[config.mk]
export PLATFORM = sky130hd
export DESIGN_NAME = interrupt_vector_controller
export DESIGN_NICKNAME = d
export VERILOG_FILES = /design/src/ivc_pkg.sv /design/src/interrupt_vector_controller.sv
export SDC_FILE = /design/constraint.sdc
export NUM_CORES = 1
export LEC_CHECK = 0
export ABC_CLOCK_PERIOD_IN_PS = 64099
export BUFFER_PORTS_ARGS = -buffer_cell sky130_fd_sc_hd__buf_2
export CAP_MARGIN = 5
export CORE_ASPECT_RATIO = 1.2
export CORE_UTILIZATION = 40
export CTS_BUF_LIST = sky130_fd_sc_hd__clkbuf_8
export DETAILED_ROUTE_END_ITERATION = 8
export GPL_TIMING_DRIVEN = 0
export PLACE_DENSITY = 0.63
export SLEW_MARGIN = 20
export SYNTH_ARGS = -nofsm -noshare
export SYNTH_HDL_FRONTEND = slang
export SYNTH_SLANG_ARGS = --single-unit
[constraint.sdc]
create_clock -name clk_sys -period 64.1 [get_ports clk_sys]
set_clock_uncertainty 0.15 [all_clocks]
set_input_delay 6.41 -clock clk_sys [delete_from_list [all_inputs] [get_ports clk_sys]]
set_output_delay 6.41 -clock clk_sys [all_outputs]
set_load 0.01 [all_outputs]
[src/ivc_pkg.sv]
// Constants and carrier types for the interrupt vector controller.
// Assumes a single system clock domain and plain control/status ports.
package ivc_pkg;
    localparam int NUM_SRC = 35;
    localparam int NUM_TRAP = 4;
    localparam int VEC_W = 7;
    localparam int LVL_W = 4;
    localparam int PRI_W = 3;
    localparam int ADDR_W = 24;
    localparam logic [ADDR_W-1:0] PRIMARY_BASE = 24'h000004;
    localparam logic [ADDR_W-1:0] ALT_BASE = 24'h000104;
    localparam logic [ADDR_W-1:0] RESET_ADDR = 24'h000000;
    localparam int TABLE_ENTRIES = 126;
    localparam int TRAP_VECTORS = 8;
    localparam int USER_VECTORS = 118;
    localparam logic [LVL_W-1:0] TRAP_LEVEL = 4'h8;
    localparam logic [VEC_W-1:0] NO_VECTOR = 7'h00;
    localparam int LEVEL_TOP_BIT = 3;
    localparam int FETCH_CYCLES = 2;

    // Vector number per user source, natural order (lowest vector first).
    localparam logic [NUM_SRC*VEC_W-1:0] SRC_VECTORS = {
        7'h7C, 7'h7B, 7'h7A, 7'h79, 7'h78, 7'h77, 7'h76,
        7'h71, 7'h70, 7'h6F,
        7'h69, 7'h68, 7'h67, 7'h66,
        7'h49, 7'h41, 7'h25,
        7'h1C, 7'h1B, 7'h1A, 7'h19, 7'h18,
        7'h15, 7'h14, 7'h13, 7'h12, 7'h11,
        7'h10, 7'h0F, 7'h0E, 7'h0D, 7'h0B, 7'h0A, 7'h09, 7'h08
    };
    // Trap vector numbers, natural order.
    localparam logic [NUM_TRAP*VEC_W-1:0] TRAP_VECTORS_MAP = {
        7'h04, 7'h03, 7'h02, 7'h01
    };

    typedef enum logic [1:0] {
        ST_IDLE = 2'b00,
        ST_FETCH = 2'b01,
        ST_SERVE = 2'b11
    } ivc_state_t;

    typedef struct packed {
        logic [VEC_W-1:0] vector_number_field;
        logic [LVL_W-1:0] new_level_field;
        logic [ADDR_W-1:0] entry_address;
    } ivc_select_t;

    typedef struct packed {
        ivc_state_t state;
        logic [NUM_SRC-1:0] flags;
        ivc_select_t sel;
        logic [1:0] wait_count;
        logic core_request;
        logic fetch_strobe;
    } ivc_regs_t;
endpackage : ivc_pkg

[src/interrupt_vector_controller.sv]
// Interrupt vector controller: merges sources and traps into one core request.
// Assumes the core acknowledges a request and returns with a one-cycle pulse.
`timescale 1ns/10ps
module interrupt_vector_controller (
    input wire logic clk_sys,
    input wire logic rst,
    input wire logic [ivc_pkg::NUM_SRC-1:0] source_event,
    input wire logic [ivc_pkg::NUM_SRC-1:0] flag_clear,
    input wire logic [ivc_pkg::NUM_SRC-1:0] source_enable,
    input wire logic [ivc_pkg::NUM_SRC*ivc_pkg::PRI_W-1:0] source_priority,
    input wire logic [ivc_pkg::NUM_TRAP-1:0] trap_event,
    input wire logic [ivc_pkg::LVL_W-1:0] cpu_priority_level,
    input wire logic alt_table_select,
    input wire logic core_ack,
    input wire logic core_return,
    output logic [ivc_pkg::NUM_SRC-1:0] source_flags,
    output logic core_request,
    output logic vector_fetch,
    output logic [ivc_pkg::VEC_W-1:0] vector_number_field,
    output logic [ivc_pkg::LVL_W-1:0] new_level_field,
    output logic [ivc_pkg::ADDR_W-1:0] vector_entry_address,
    output logic in_service
);
    ivc_pkg::ivc_regs_t r;
    ivc_pkg::ivc_regs_t next_r;
    logic [ivc_pkg::NUM_SRC-1:0] eligible;
    logic cand_valid;
    logic [ivc_pkg::VEC_W-1:0] cand_vec;
    logic [ivc_pkg::LVL_W-1:0] cand_lvl;
    logic [ivc_pkg::LVL_W-1:0] best_lvl;
    logic [ivc_pkg::ADDR_W-1:0] cand_addr;

    genvar g;
    generate
        for (g = 0; g < ivc_pkg::NUM_SRC; g++)
        begin : g_elig
            assign eligible[g] = r.flags[g] && source_enable[g]
                && !cpu_priority_level[ivc_pkg::LEVEL_TOP_BIT]
                && ({1'b0, source_priority[g*ivc_pkg::PRI_W +: ivc_pkg::PRI_W]}
                    > cpu_priority_level);
        end
    endgenerate

    always_comb
    begin
        cand_valid = 1'b0;
        cand_vec = ivc_pkg::NO_VECTOR;
        cand_lvl = '0;
        best_lvl = '0;
        for (int i = ivc_pkg::NUM_TRAP - 1; i >= 0; i--)
        begin
            if (trap_event[i])
            begin
                cand_valid = 1'b1;
                cand_vec = ivc_pkg::TRAP_VECTORS_MAP[i*ivc_pkg::VEC_W +: ivc_pkg::VEC_W];
                cand_lvl = ivc_pkg::TRAP_LEVEL;
            end
        end
        if (!cand_valid)
        begin
            for (int i = ivc_pkg::NUM_SRC - 1; i >= 0; i--)
            begin
                if (eligible[i]
                    && {1'b0, source_priority[i*ivc_pkg::PRI_W +: ivc_pkg::PRI_W]} >= best_lvl)
                begin
                    cand_valid = 1'b1;
                    best_lvl = {1'b0, source_priority[i*ivc_pkg::PRI_W +: ivc_pkg::PRI_W]};
                    cand_vec = ivc_pkg::SRC_VECTORS[i*ivc_pkg::VEC_W +: ivc_pkg::VEC_W];
                end
            end
            cand_lvl = best_lvl;
        end
    end

    always_comb
    begin
        cand_addr = (alt_table_select ? ivc_pkg::ALT_BASE : ivc_pkg::PRIMARY_BASE)
            + {16'h0000, cand_vec, 1'b0};
    end

    always_comb
    begin
        next_r = r;
        next_r.fetch_strobe = 1'b0;
        next_r.flags = (r.flags & ~flag_clear) | source_event;
        case (r.state)
            ivc_pkg::ST_IDLE:
            begin
                next_r.core_request = cand_valid;
                if (cand_valid && core_ack)
                begin
                    next_r.sel.vector_number_field = cand_vec;
                    next_r.sel.new_level_field = cand_lvl;
                    next_r.sel.entry_address = cand_addr;
                    next_r.core_request = 1'b0;
                    next_r.wait_count = 2'(ivc_pkg::FETCH_CYCLES - 1);
                    next_r.state = ivc_pkg::ST_FETCH;
                end
            end
            ivc_pkg::ST_FETCH:
            begin
                if (r.wait_count == 2'h0)
                begin
                    next_r.fetch_strobe = 1'b1;
                    next_r.state = ivc_pkg::ST_SERVE;
                end
                else
                begin
                    next_r.wait_count = r.wait_count - 2'h1;
                end
            end
            ivc_pkg::ST_SERVE:
            begin
                if (core_return)
                begin
                    next_r.state = ivc_pkg::ST_IDLE;
                end
            end
            default:
            begin
                next_r.state = ivc_pkg::ST_IDLE;
            end
        endcase
    end

    always_ff @(posedge clk_sys or posedge rst)
    begin
        if (rst)
        begin
            r <= '{state: ivc_pkg::ST_IDLE, flags: '0,
                   sel: '{ivc_pkg::NO_VECTOR, '0, ivc_pkg::RESET_ADDR},
                   wait_count: '0, core_request: 1'b0, fetch_strobe: 1'b0};
        end
        else
        begin
            r <= next_r;
        end
    end

    assign source_flags = r.flags;
    assign core_request = r.core_request;
    assign vector_fetch = r.fetch_strobe;
    assign vector_number_field = r.sel.vector_number_field;
    assign new_level_field = r.sel.new_level_field;
    assign vector_entry_address = r.sel.entry_address;
    assign in_service = (r.state != ivc_pkg::ST_IDLE);

    generate
        for (g = 0; g < ivc_pkg::NUM_SRC; g++)
        begin : g_flag_chk

        end
    endgenerate
endmodule : interrupt_vector_controller

# Yosys cells after proc, flatten, opt, wreduce, memory -nomap -nowiden
# Cells that the tools add are included.
# W data, S select, Z words.
word_totals:
  reg_bits: 62
  latchBits: 0
  ramBits: 0
  romBits: 0
  inputBits: 223
  out_inout_bits: 73
  elab_cells: 400
  mem_count: 0
op_classes:
  n_addsub: 2
  multipliers: 0
  div_mod_pow: 0
  order_cmp: 69
  n_eq_ne: 6
  shifts: 0
  n_mux: 164
  n_bitwise: 3
  reduce_logical: 148
ops:
  columns: ["cell", "count"]
  rows:
  - ["$mux W4", 73]
  - ["$mux W7", 39]
  - ["$gt A3 B4 Y1", 35]
  - ["$logic_and A1 B1 Y1", 140]
  - ["$ge A3 B4 Y1", 34]
  - ["$mux W1", 42]
  - ["$and A35 B35 Y35", 1]
  - ["$not A35 Y35", 1]
  - ["$or A35 B35 Y35", 1]
  - ["$add A9 B8 Y10", 1]
  - ["$mux W3", 3]
  - ["$mux W9", 1]
  - ["$mux W2", 4]
  - ["$ne A2 B2 Y1 const B", 4]
  - ["$pmux W2 S3", 1]
  - ["$reduce_and A3 Y1", 2]
  - ["$logic_not A2 Y1", 2]
  - ["$pmux W2 S2", 1]
  - ["$reduce_bool A2 Y1", 2]
  - ["$eq A2 B1 Y1 const B", 1]
  - ["$eq A2 B2 Y1 const B", 1]
  - ["$reduce_and A2 Y1", 1]
  - ["$sub A2 B1 Y2 const B", 1]
  - ["$logic_not A1 Y1", 1]

# Depth between registers and ports, before layout
# Gate-level depths: netlist of the first run.
depth:
  ltp_word: 144
  depth_mapped: 263
  mapped_depth_nobuf: 256

# Worst setup path after synthesis of the first run
# OpenSTA, ideal clock, no wires.
synth_path:
  path_kind: "input to register"
  from: "input port cpu_priority_level[2] in the netlist's numbering"
  to: "register r, in the netlist new_level_field[3]"
  setup_time_ps: 128
  arrival_ps: 53872
  required_time_ps: 63822
  slack_ps: 9951
  stages: 242
  path_buffers: 8
  cell_sequence: "inv_1 > ha_1 > and3_1 > nor3_1 > and2_1 > clkbuf_1 > and2_1 > ha_1 > or3b_4 > a21oi_4 > or3_1 > nand3_1 > o21ai_0 > ha_1 > or3_1 > o211ai_1 > a21oi_1 > or3_1 > [206 not listed] > a21o_1 > a21oi_1 > nor3_1 > clkbuf_1 > inv_1 > nand2_1 > o211ai_1 > ha_1 > nand2b_1 > a21o_1 > a21oi_1 > nor3_1 > or3_1 > nor3_1 > nand2_1 > o311ai_1 > buf_2 > mux2_1"
synth_via:
  elab_chain_len: 142
  elab_cells_between_ends: 246
  cone_classes: "order compare (69); mux (106); reduce/logical (71)"
synth_lines:
  columns: ["item", "line", "source"]
  rows:
  - ["start, declared", "interrupt_vector_controller.sv:12", "input wire logic [ivc_pkg::LVL_W-1:0] cpu_priority_level,"]
  - ["$gt A3 B4 Y1", "interrupt_vector_controller.sv:40", "> cpu_priority_level);"]
  - ["$logic_and A1 B1 Y1", "interrupt_vector_controller.sv:39", "&& ({1'b0, source_priority[g*ivc_pkg::PRI_W +: ivc_pkg::PRI_W]}"]
  - ["$mux W3", "interrupt_vector_controller.sv:63", "if (eligible[i]"]
  - ["$mux W4", "interrupt_vector_controller.sv:59", "if (!cand_valid)"]
  - ["$ge A3 B4 Y1", "interrupt_vector_controller.sv:64", "&& {1'b0, source_priority[i*ivc_pkg::PRI_W +: ivc_pkg::PRI_W]} >= best_lvl)"]
  - ["$logic_and A1 B1 Y1", "interrupt_vector_controller.sv:64", null]
  - ["$mux W4", "interrupt_vector_controller.sv:63", null]
  - ["$mux W4", "interrupt_vector_controller.sv:59", null]
  - ["[126 not listed]", null, null]
  - ["$mux W4", "interrupt_vector_controller.sv:63", null]
  - ["$mux W4", "interrupt_vector_controller.sv:59", null]
  - ["$ge A3 B4 Y1", "interrupt_vector_controller.sv:64", null]
  - ["$logic_and A1 B1 Y1", "interrupt_vector_controller.sv:64", null]
  - ["$mux W1", "interrupt_vector_controller.sv:63", null]
  - ["$mux W1", "interrupt_vector_controller.sv:59", null]
  - ["$logic_and A1 B1 Y1", "interrupt_vector_controller.sv:90", "if (cand_valid && core_ack)"]
  - ["$reduce_and A2 Y1 (no line)", null, null]
  - ["end signal, assigned", "interrupt_vector_controller.sv:130", "r <= '{state: ivc_pkg::ST_IDLE, flags: '0,"]
  - ["end signal, assigned", "interrupt_vector_controller.sv:136", "r <= next_r;"]
  - ["end, declared", "interrupt_vector_controller.sv:24", "ivc_pkg::ivc_regs_t r;"]
# Parallel ways exist; a longest one is shown, timed or not. The select of a mux whose other input is x is not followed.
# A chain may end at the register's enable or synchronous reset.

# Worst setup path after layout of the first run
layout_path:
  from: "input port cpu_priority_level[2] in the netlist's numbering"
  to: "register r, in the netlist vector_entry_address[8]"
layout_via:
  elab_cells_between_ends: 281
  cone_classes: "add/sub (1); order compare (69); mux (140); reduce/logical (71)"
layout_rtl:
  columns: ["item", "line", "source"]
  rows:
  - ["$gt A3 B4 Y1", "interrupt_vector_controller.sv:40", null]
  - ["$logic_and A1 B1 Y1", "interrupt_vector_controller.sv:39", null]
  - ["$mux W3", "interrupt_vector_controller.sv:63", null]
  - ["$mux W4", "interrupt_vector_controller.sv:59", null]
  - ["$ge A3 B4 Y1", "interrupt_vector_controller.sv:64", null]
  - ["$logic_and A1 B1 Y1", "interrupt_vector_controller.sv:64", null]
  - ["$mux W4", "interrupt_vector_controller.sv:63", null]
  - ["$mux W4", "interrupt_vector_controller.sv:59", null]
  - ["[126 not listed]", null, null]
  - ["$mux W4", "interrupt_vector_controller.sv:63", null]
  - ["$mux W4", "interrupt_vector_controller.sv:59", null]
  - ["$ge A3 B4 Y1", "interrupt_vector_controller.sv:64", null]
  - ["$logic_and A1 B1 Y1", "interrupt_vector_controller.sv:64", null]
  - ["$mux W7 (*)", "interrupt_vector_controller.sv:63", null]
  - ["$mux W7 (*)", "interrupt_vector_controller.sv:59", null]
  - ["net cand_vec (one bit)", "interrupt_vector_controller.sv:28", "logic [ivc_pkg::VEC_W-1:0] cand_vec;"]
  - ["$add A9 B8 Y10 (*)", "interrupt_vector_controller.sv:78", "+ {16'h0000, cand_vec, 1'b0};"]
# Mark *: on every way through the listed nets, which the timed path passes. The rest lies on a longest branch. The select of a mux whose other input is x is not followed.

==> flow_metrics.tcl, run 1 <==
set metrics [dict create \
    status "finished, final reports clean" \
    synth_largest_area_cell "ha_1" \
    syn_inst 1345 \
    ctsHoldBuffers 0 \
    synth_common_cells "ha_1 (189), inv_1 (146), nand2_1 (95), a21oi_1 (86), buf_4 (72)" \
    grt_max_degree 42 \
    cts_tree "built" \
    insertion_delay_ns 0.38 \
    synth_edf_count 0 \
    period_share 0.934 \
    avgSynthCellArea_um2 7.85 \
    r2r_end "vector_entry_address[8]" \
    totalNegativeSetupSlack_ns 0 \
    reg2reg_depth 241 \
    synth.top_cell.area_share 0.224 \
    async_flop_share 1.00 \
    end_kind "register" \
    wl_per_cell_um 15.7 \
    std_cell_rows 64 \
    setup_violations 0 \
    crit_type "input pin to register" \
    syn_area_um2 10600 \
    p_sw_mw 0.123 \
    p_int_mw 0.149 \
    syn_to_final_growth_pct 21.1 \
    num_vias 10721 \
    seq_area_um2 1500 \
    via_per_inst 5.39 \
    cp_slowest_cell "or4b_2" \
    ios 296 \
    start_util 0.411 \
    power_frac_seq 0.180 \
    die-height_um 180 \
    grt_pass1_wl_mm 49.1 \
    hp-class "register to register" \
    drcViolationCount 0 \
    drt_wl_total_mm 31.2 \
    power_density_nw_per_um2 21.2 \
    slowest_delay_ns 0.63 \
    whs_path_depth 2 \
    drtAntennaViolNets 0 \
    fillCellCount 2597 \
    p_comb_frac 0.675 \
    post_dp_cell_area_um2 12500 \
    drv_cap 0 \
    synth_cell_types 95 \
    antenna_found_initial 1 \
    ys_seq_area_frac 0.142 \
    overflow 0 \
    ys.flop_type "dfrtp_1" \
    rr_startpoint "source_flags[34]" \
    fmax_mhz 16.7 \
    drtIter0Drc 379 \
    ys_ff_latch 60 \
    crit_family "compound AO/OA/AOI/OAI gates" \
    cts_max_path_buffers 2 \
    multi_input_area_um2 8030 \
    hold_start "core_request" \
    final-hold-violation-count 0 \
    pwr-share-clk 0.145 \
    drive_gt1_frac 0.263 \
    crit_arrival_ns 59.99 \
    dieArea_um2 27000 \
    hold_end "core_request" \
    grt_pass1_vias 10223 \
    fp.coreArea_um2 25700 \
    cts_buffers 9 \
    io_buffers 280 \
    dr.pass1.iters 7 \
    clock-sinks 60 \
    p_sw_frac 0.451 \
    yosysWarnings 0 \
    synth.area.top_cells "ha_1 (22%), dfrtp_1 (14%), inv_1 (5.2%)" \
    tightest_slew_ns 0.815 \
    cpMostUsedCell "ha_1" \
    routabilityCongestion 0.935 \
    grt.total_usage 0.227 \
    start_kind "input pin" \
    crit_fanout 19 \
    cts-root-buf "clkbuf_8" \
    path_buf_inv 16 \
    min_period_ns 59.89 \
    peakVddDrop_mv 0.0111 \
    yosysMostFrequentCell "ha_1" \
    clkSlewWorstSetupHoldPaths_ns 0.08 \
    dp_hpwl_mm 25.8 \
    rrSetupSlack_ns 10.90 \
    cp_data_required_time_ns 64.20 \
    maxSlewViolCount 0 \
    relSlewSlack 0.443 \
    final_nets 2065 \
    finish.instance_area_um2 12800 \
    h-tree-depth 3 \
    leakage_nw 6.82 \
    die_width_um 150 \
]
what timing repair did:
| item | in CTS | in global routing |
|---|---|---|
| endpoints found under the setup margin | 0 | 23 |
| gates resized for setup | 0 | 15 |
| buffers inserted | 0 | 0 |
logic make-up (layout without fill, tap and decap cells):
logic type | after synthesis | in the layout | share of synthesized area
other cells | 1 | 16 | 0.000355
fa+ha+maj | 190 | 190 | 0.225
buf+inv | 232 | 530 | 0.108
xor+xnor | 3 | 3 | 0.00249
mux | 30 | 30 | 0.0300
flops | 60 | 60 | 0.142
compound gates | 432 | 432 | 0.290
simple gates | 397 | 397 | 0.201
per-layer routing:
metal	up-vias	track usage	part of all wire
met4	0	0.0739	0.020
met3	38	0.0249	0.037
met2	243	0.410	0.50
li1	5488	-	-
met1	4952	0.275	0.45
met5	-	0	0
registers in the layout, summed over array words and instances, names as in the netlist:
signal / cells
vector_number_field: 7
r: 4
vector_entry_address: 8
source_flags: 35
core_request: 1
vector_fetch: 1
new_level_field: 4
through the flow:
step	power (mW)	hold slack, ns	setup slack, ns	utilization	std cells
after global routing	0.299	0.354	-0.00613	0.497	1988
after floorplan	0.180	0.299	9.95	-	1359
after detailed placement	0.231	0.318	1.09	0.486	1972
after CTS	0.273	0.338	1.26	0.494	1987
final	0.271	0.328	4.21	0.497	1988
after global placement	0.226	0.308	1.02	0.483	1969
power by group through the flow:
stage / logic (mW) / registers (mW) / clock network [mW]
CTS: 0.183 / 0.0489 / 0.0409
finish: 0.183 / 0.0488 / 0.0393
global placement: 0.177 / 0.0495 / 0
detailed placement: 0.182 / 0.0496 / 0
floorplan: 0.132 / 0.0484 / 0
global route: 0.208 / 0.0496 / 0.0422
area by class of cell:
cell class / instances / area share
well taps: 330 / 0.0323
clock inverters: 4 / 0.00382
plain buffers: 86 / 0.0468
diodes: 1 / 0.000196
repair buffers: 283 / 0.116
clock buffers: 11 / 0.0118
inverters: 146 / 0.0431
multi-input cells: 1067 / 0.628
flip-flops and latches: 60 / 0.118
cell usage in the layout, fill, tap and decap left out, types with 10 or more instances in the layout:
cell	n
ha_1	189
o211ai_1	13
nand2b_1	39
and2_1	23
o21ai_0	62
nor2_1	68
a31oi_1	28
conb_1	15
a21o_1	64
a21oi_1	86
a211oi_1	10
clkbuf_8	11
nand4b_1	11
buf_4	72
nor3_1	13
nand3b_1	21
nand2_1	95
o21a_1	31
clkbuf_1	10
dfrtp_1	60
nand3_1	26
o31ai_1	12
mux2i_1	17
and3_1	18
buf_2	282
inv_1	143
nor4_1	14
or2_2	12
nor2b_1	30
worst min-delay path: stages, from the launching register on:
cell and delay, ns:
dfrtp_1 0.35, nand2_1 0.05, o31ai_1 0.05
worst max path at each step:
stage | from | endpoint | slack (ns) | depth (start not counted)
after floorplan | cpu_priority_level[2] | new_level_field[3] | 9.95 | 242
after global placement | cpu_priority_level[2] | new_level_field[2] | 1.02 | 235
after detailed placement | cpu_priority_level[0] | new_level_field[2] | 1.09 | 234
after CTS | cpu_priority_level[0] | new_level_field[2] | 1.26 | 234
after global routing | cpu_priority_level[2] | vector_number_field[4] | -0.006 | 246
final | cpu_priority_level[2] | vector_entry_address[8] | 4.21 | 244
(Power assumes the default switching activity.)
==> run 2, diff against run 1 <==
ABC_CLOCK_PERIOD_IN_PS = 70400   (was 64099)
clock period = 70.4 ns   (was 64.1 ns; I/O delays follow)
==> run 2 against run 1 <==
  * Register-to-register slack better by 4.3 ns
  * Highest routed layer unchanged
  * Largest cell class unchanged
  * Utilization down 0.27 points
  * Largest power group unchanged
  * Sequential power down 8.8%
  * Sequential share of layout area up 0.065 points
  * Worst setup slack better by 3.4 ns
  * Via count up 0.14%
  * Global-route usage unchanged
  * First-iteration DRC count down 7.4%
  * Sequential cell count unchanged
==> flow_metrics.tcl, run 2 (synthesized netlist as in run 1, its figures left out) <==
set metrics [dict create \
    leakage_nw 6.81 \
    cts_resized 0 \
    syn_to_final_growth_pct 20.4 \
    start_kind "input pin" \
    slowest_delay_ns 0.81 \
    h-tree-depth 3 \
    io_buffers 280 \
    final-hold-violation-count 0 \
    via_per_inst 5.40 \
    cp_slowest_cell "nor3_1" \
    p_sw_frac 0.449 \
    dr.pass1.iters 7 \
    min_period_ns 62.79 \
    p_sw_mw 0.110 \
    seq_area_um2 1500 \
    clock-sinks 60 \
    grt_max_degree 42 \
    insertion_delay_ns 0.38 \
    drtIter0Drc 351 \
    drtAntennaViolNets 0 \
    crit_arrival_ns 62.95 \
    clkSlewWorstSetupHoldPaths_ns 0.08 \
    antenna_found_initial 1 \
    ios 296 \
    p_comb_frac 0.672 \
    pwr-share-clk 0.146 \
    crit_fanout 35 \
    final_common_cell "buf_2" \
    die-height_um 180 \
    r2r_end "new_level_field[2]" \
    totalNegativeSetupSlack_ns 0 \
    peakVddDrop_mv 0.00995 \
    grt_pass1_vias 10223 \
    cts_buffers 9 \
    grt.total_usage 0.227 \
    largest_register_ffs 35 \
    rrSetupSlack_ns 15.17 \
    cts_max_path_buffers 2 \
    cts-root-buf "clkbuf_8" \
    num_vias 10736 \
    cp_data_required_time_ns 70.55 \
    hold_end "core_request" \
    grt_util_met2 0.410 \
    use_met1 0.275 \
    final_cell_mix "buf_2 (283), ha_1 (189), inv_1 (143)" \
    cpMostUsedCell "ha_1" \
    post_cts_buffers 0 \
    hold_start "core_request" \
    busiest_layer "met2" \
    rsz0062_at_grt "false" \
    period_share 0.892 \
    reg2reg_depth 232 \
    hp-class "register to register" \
    ctsHoldBuffers 0 \
    drt_wl_total_mm 31.0 \
    crit_type "input pin to register" \
    setup_violations 0 \
    p_int_mw 0.135 \
    fillCellCount 2604 \
    dp_hpwl_mm 25.8 \
    end_kind "register" \
    drcViolationCount 0 \
    grt_util_met3 0.0249 \
    overflow 0 \
    final_nets 2065 \
    fp.coreArea_um2 25700 \
    dieArea_um2 27000 \
    multi_input_area_um2 7960 \
    wl_per_cell_um 15.6 \
    start_util 0.411 \
    maxSlewViolCount 0 \
    power_frac_seq 0.181 \
    drive_gt1_frac 0.255 \
    die_width_um 150 \
    routabilityCongestion 0.935 \
    tightest_slew_ns 0.994 \
    std_cell_rows 64 \
    power_density_nw_per_um2 19.3 \
    rr_startpoint "source_flags[34]" \
    grt_pass1_wl_mm 49.1 \
    relSlewSlack 0.332 \
    cts_tree "built" \
    status "finished, final reports clean" \
    fmax_mhz 15.9 \
    drv_cap 0 \
    finish.utilization 0.494 \
    whs_path_depth 2 \
    total_power_mw 0.245 \
]
-- run 2: cell types whose count changed in the layout (fill, tap and decap cells not counted), sizes merged --
cell and change:
clkbuf -1, buf +1
-- run 2: metal layers --
layer,up-vias,share of wire
li1,5488,-
met1,4951,0.44
met2,257,0.50
met3,40,0.039
met4,0,0.021
met5,-,0
-- run 2: through the flow --
stage                     setup WS, ns  hold slack, ns  cell area, um2  instances
after global placement            6.69           0.308           12400       1969
after floorplan                  15.62           0.299           10600       1359
after detailed placement          6.76           0.318           12500       1972
after global routing              2.70           0.354           12700       1988
final                             7.61           0.329           12700       1988
after CTS                         6.93           0.338           12700       1987
-- run 2: critical path, delay by kind of cell --
kind	cells	cell delay, ns
fa+ha+maj	35	9.00
mux	6	2.11
buf+inv	15	3.69
compound gates	98	25.73
simple gates	80	15.33
-- run 2: worst max-delay path by stage --
stage,from,to,slack [ns],cells past startpoint
4_1_cts,cpu_priority_level[0],new_level_field[2],6.93,234
3_3_place_gp,cpu_priority_level[2],new_level_field[2],6.69,235
2_1_floorplan,cpu_priority_level[2],new_level_field[3],15.62,242
5_1_grt,cpu_priority_level[0],new_level_field[2],2.70,237
6_report,cpu_priority_level[0],new_level_field[2],7.61,234
3_5_place_dp,cpu_priority_level[0],new_level_field[2],6.76,234
-- run 2: layout make-up --
class / count / share of cell area
Antenna cell: 1 / 0.000197
Buffer: 86 / 0.0470
Clock buffer: 11 / 0.0119
Clock inverter: 4 / 0.00384
Inverter: 146 / 0.0433
Multi-Input combinational cell: 1067 / 0.626
Sequential cell: 60 / 0.118
Tap cell: 330 / 0.0325
Timing Repair Buffer: 283 / 0.117
-- run 2: power groups by stage --
stage | sequential, mW | combinational (mW) | clock (mW)
2_1_floorplan | 0.0441 | 0.120 | 0
3_5_place_dp | 0.0452 | 0.166 | 0
4_1_cts | 0.0445 | 0.167 | 0.0373
5_1_grt | 0.0452 | 0.187 | 0.0384
3_3_place_gp | 0.0450 | 0.161 | 0
6_report | 0.0445 | 0.165 | 0.0358
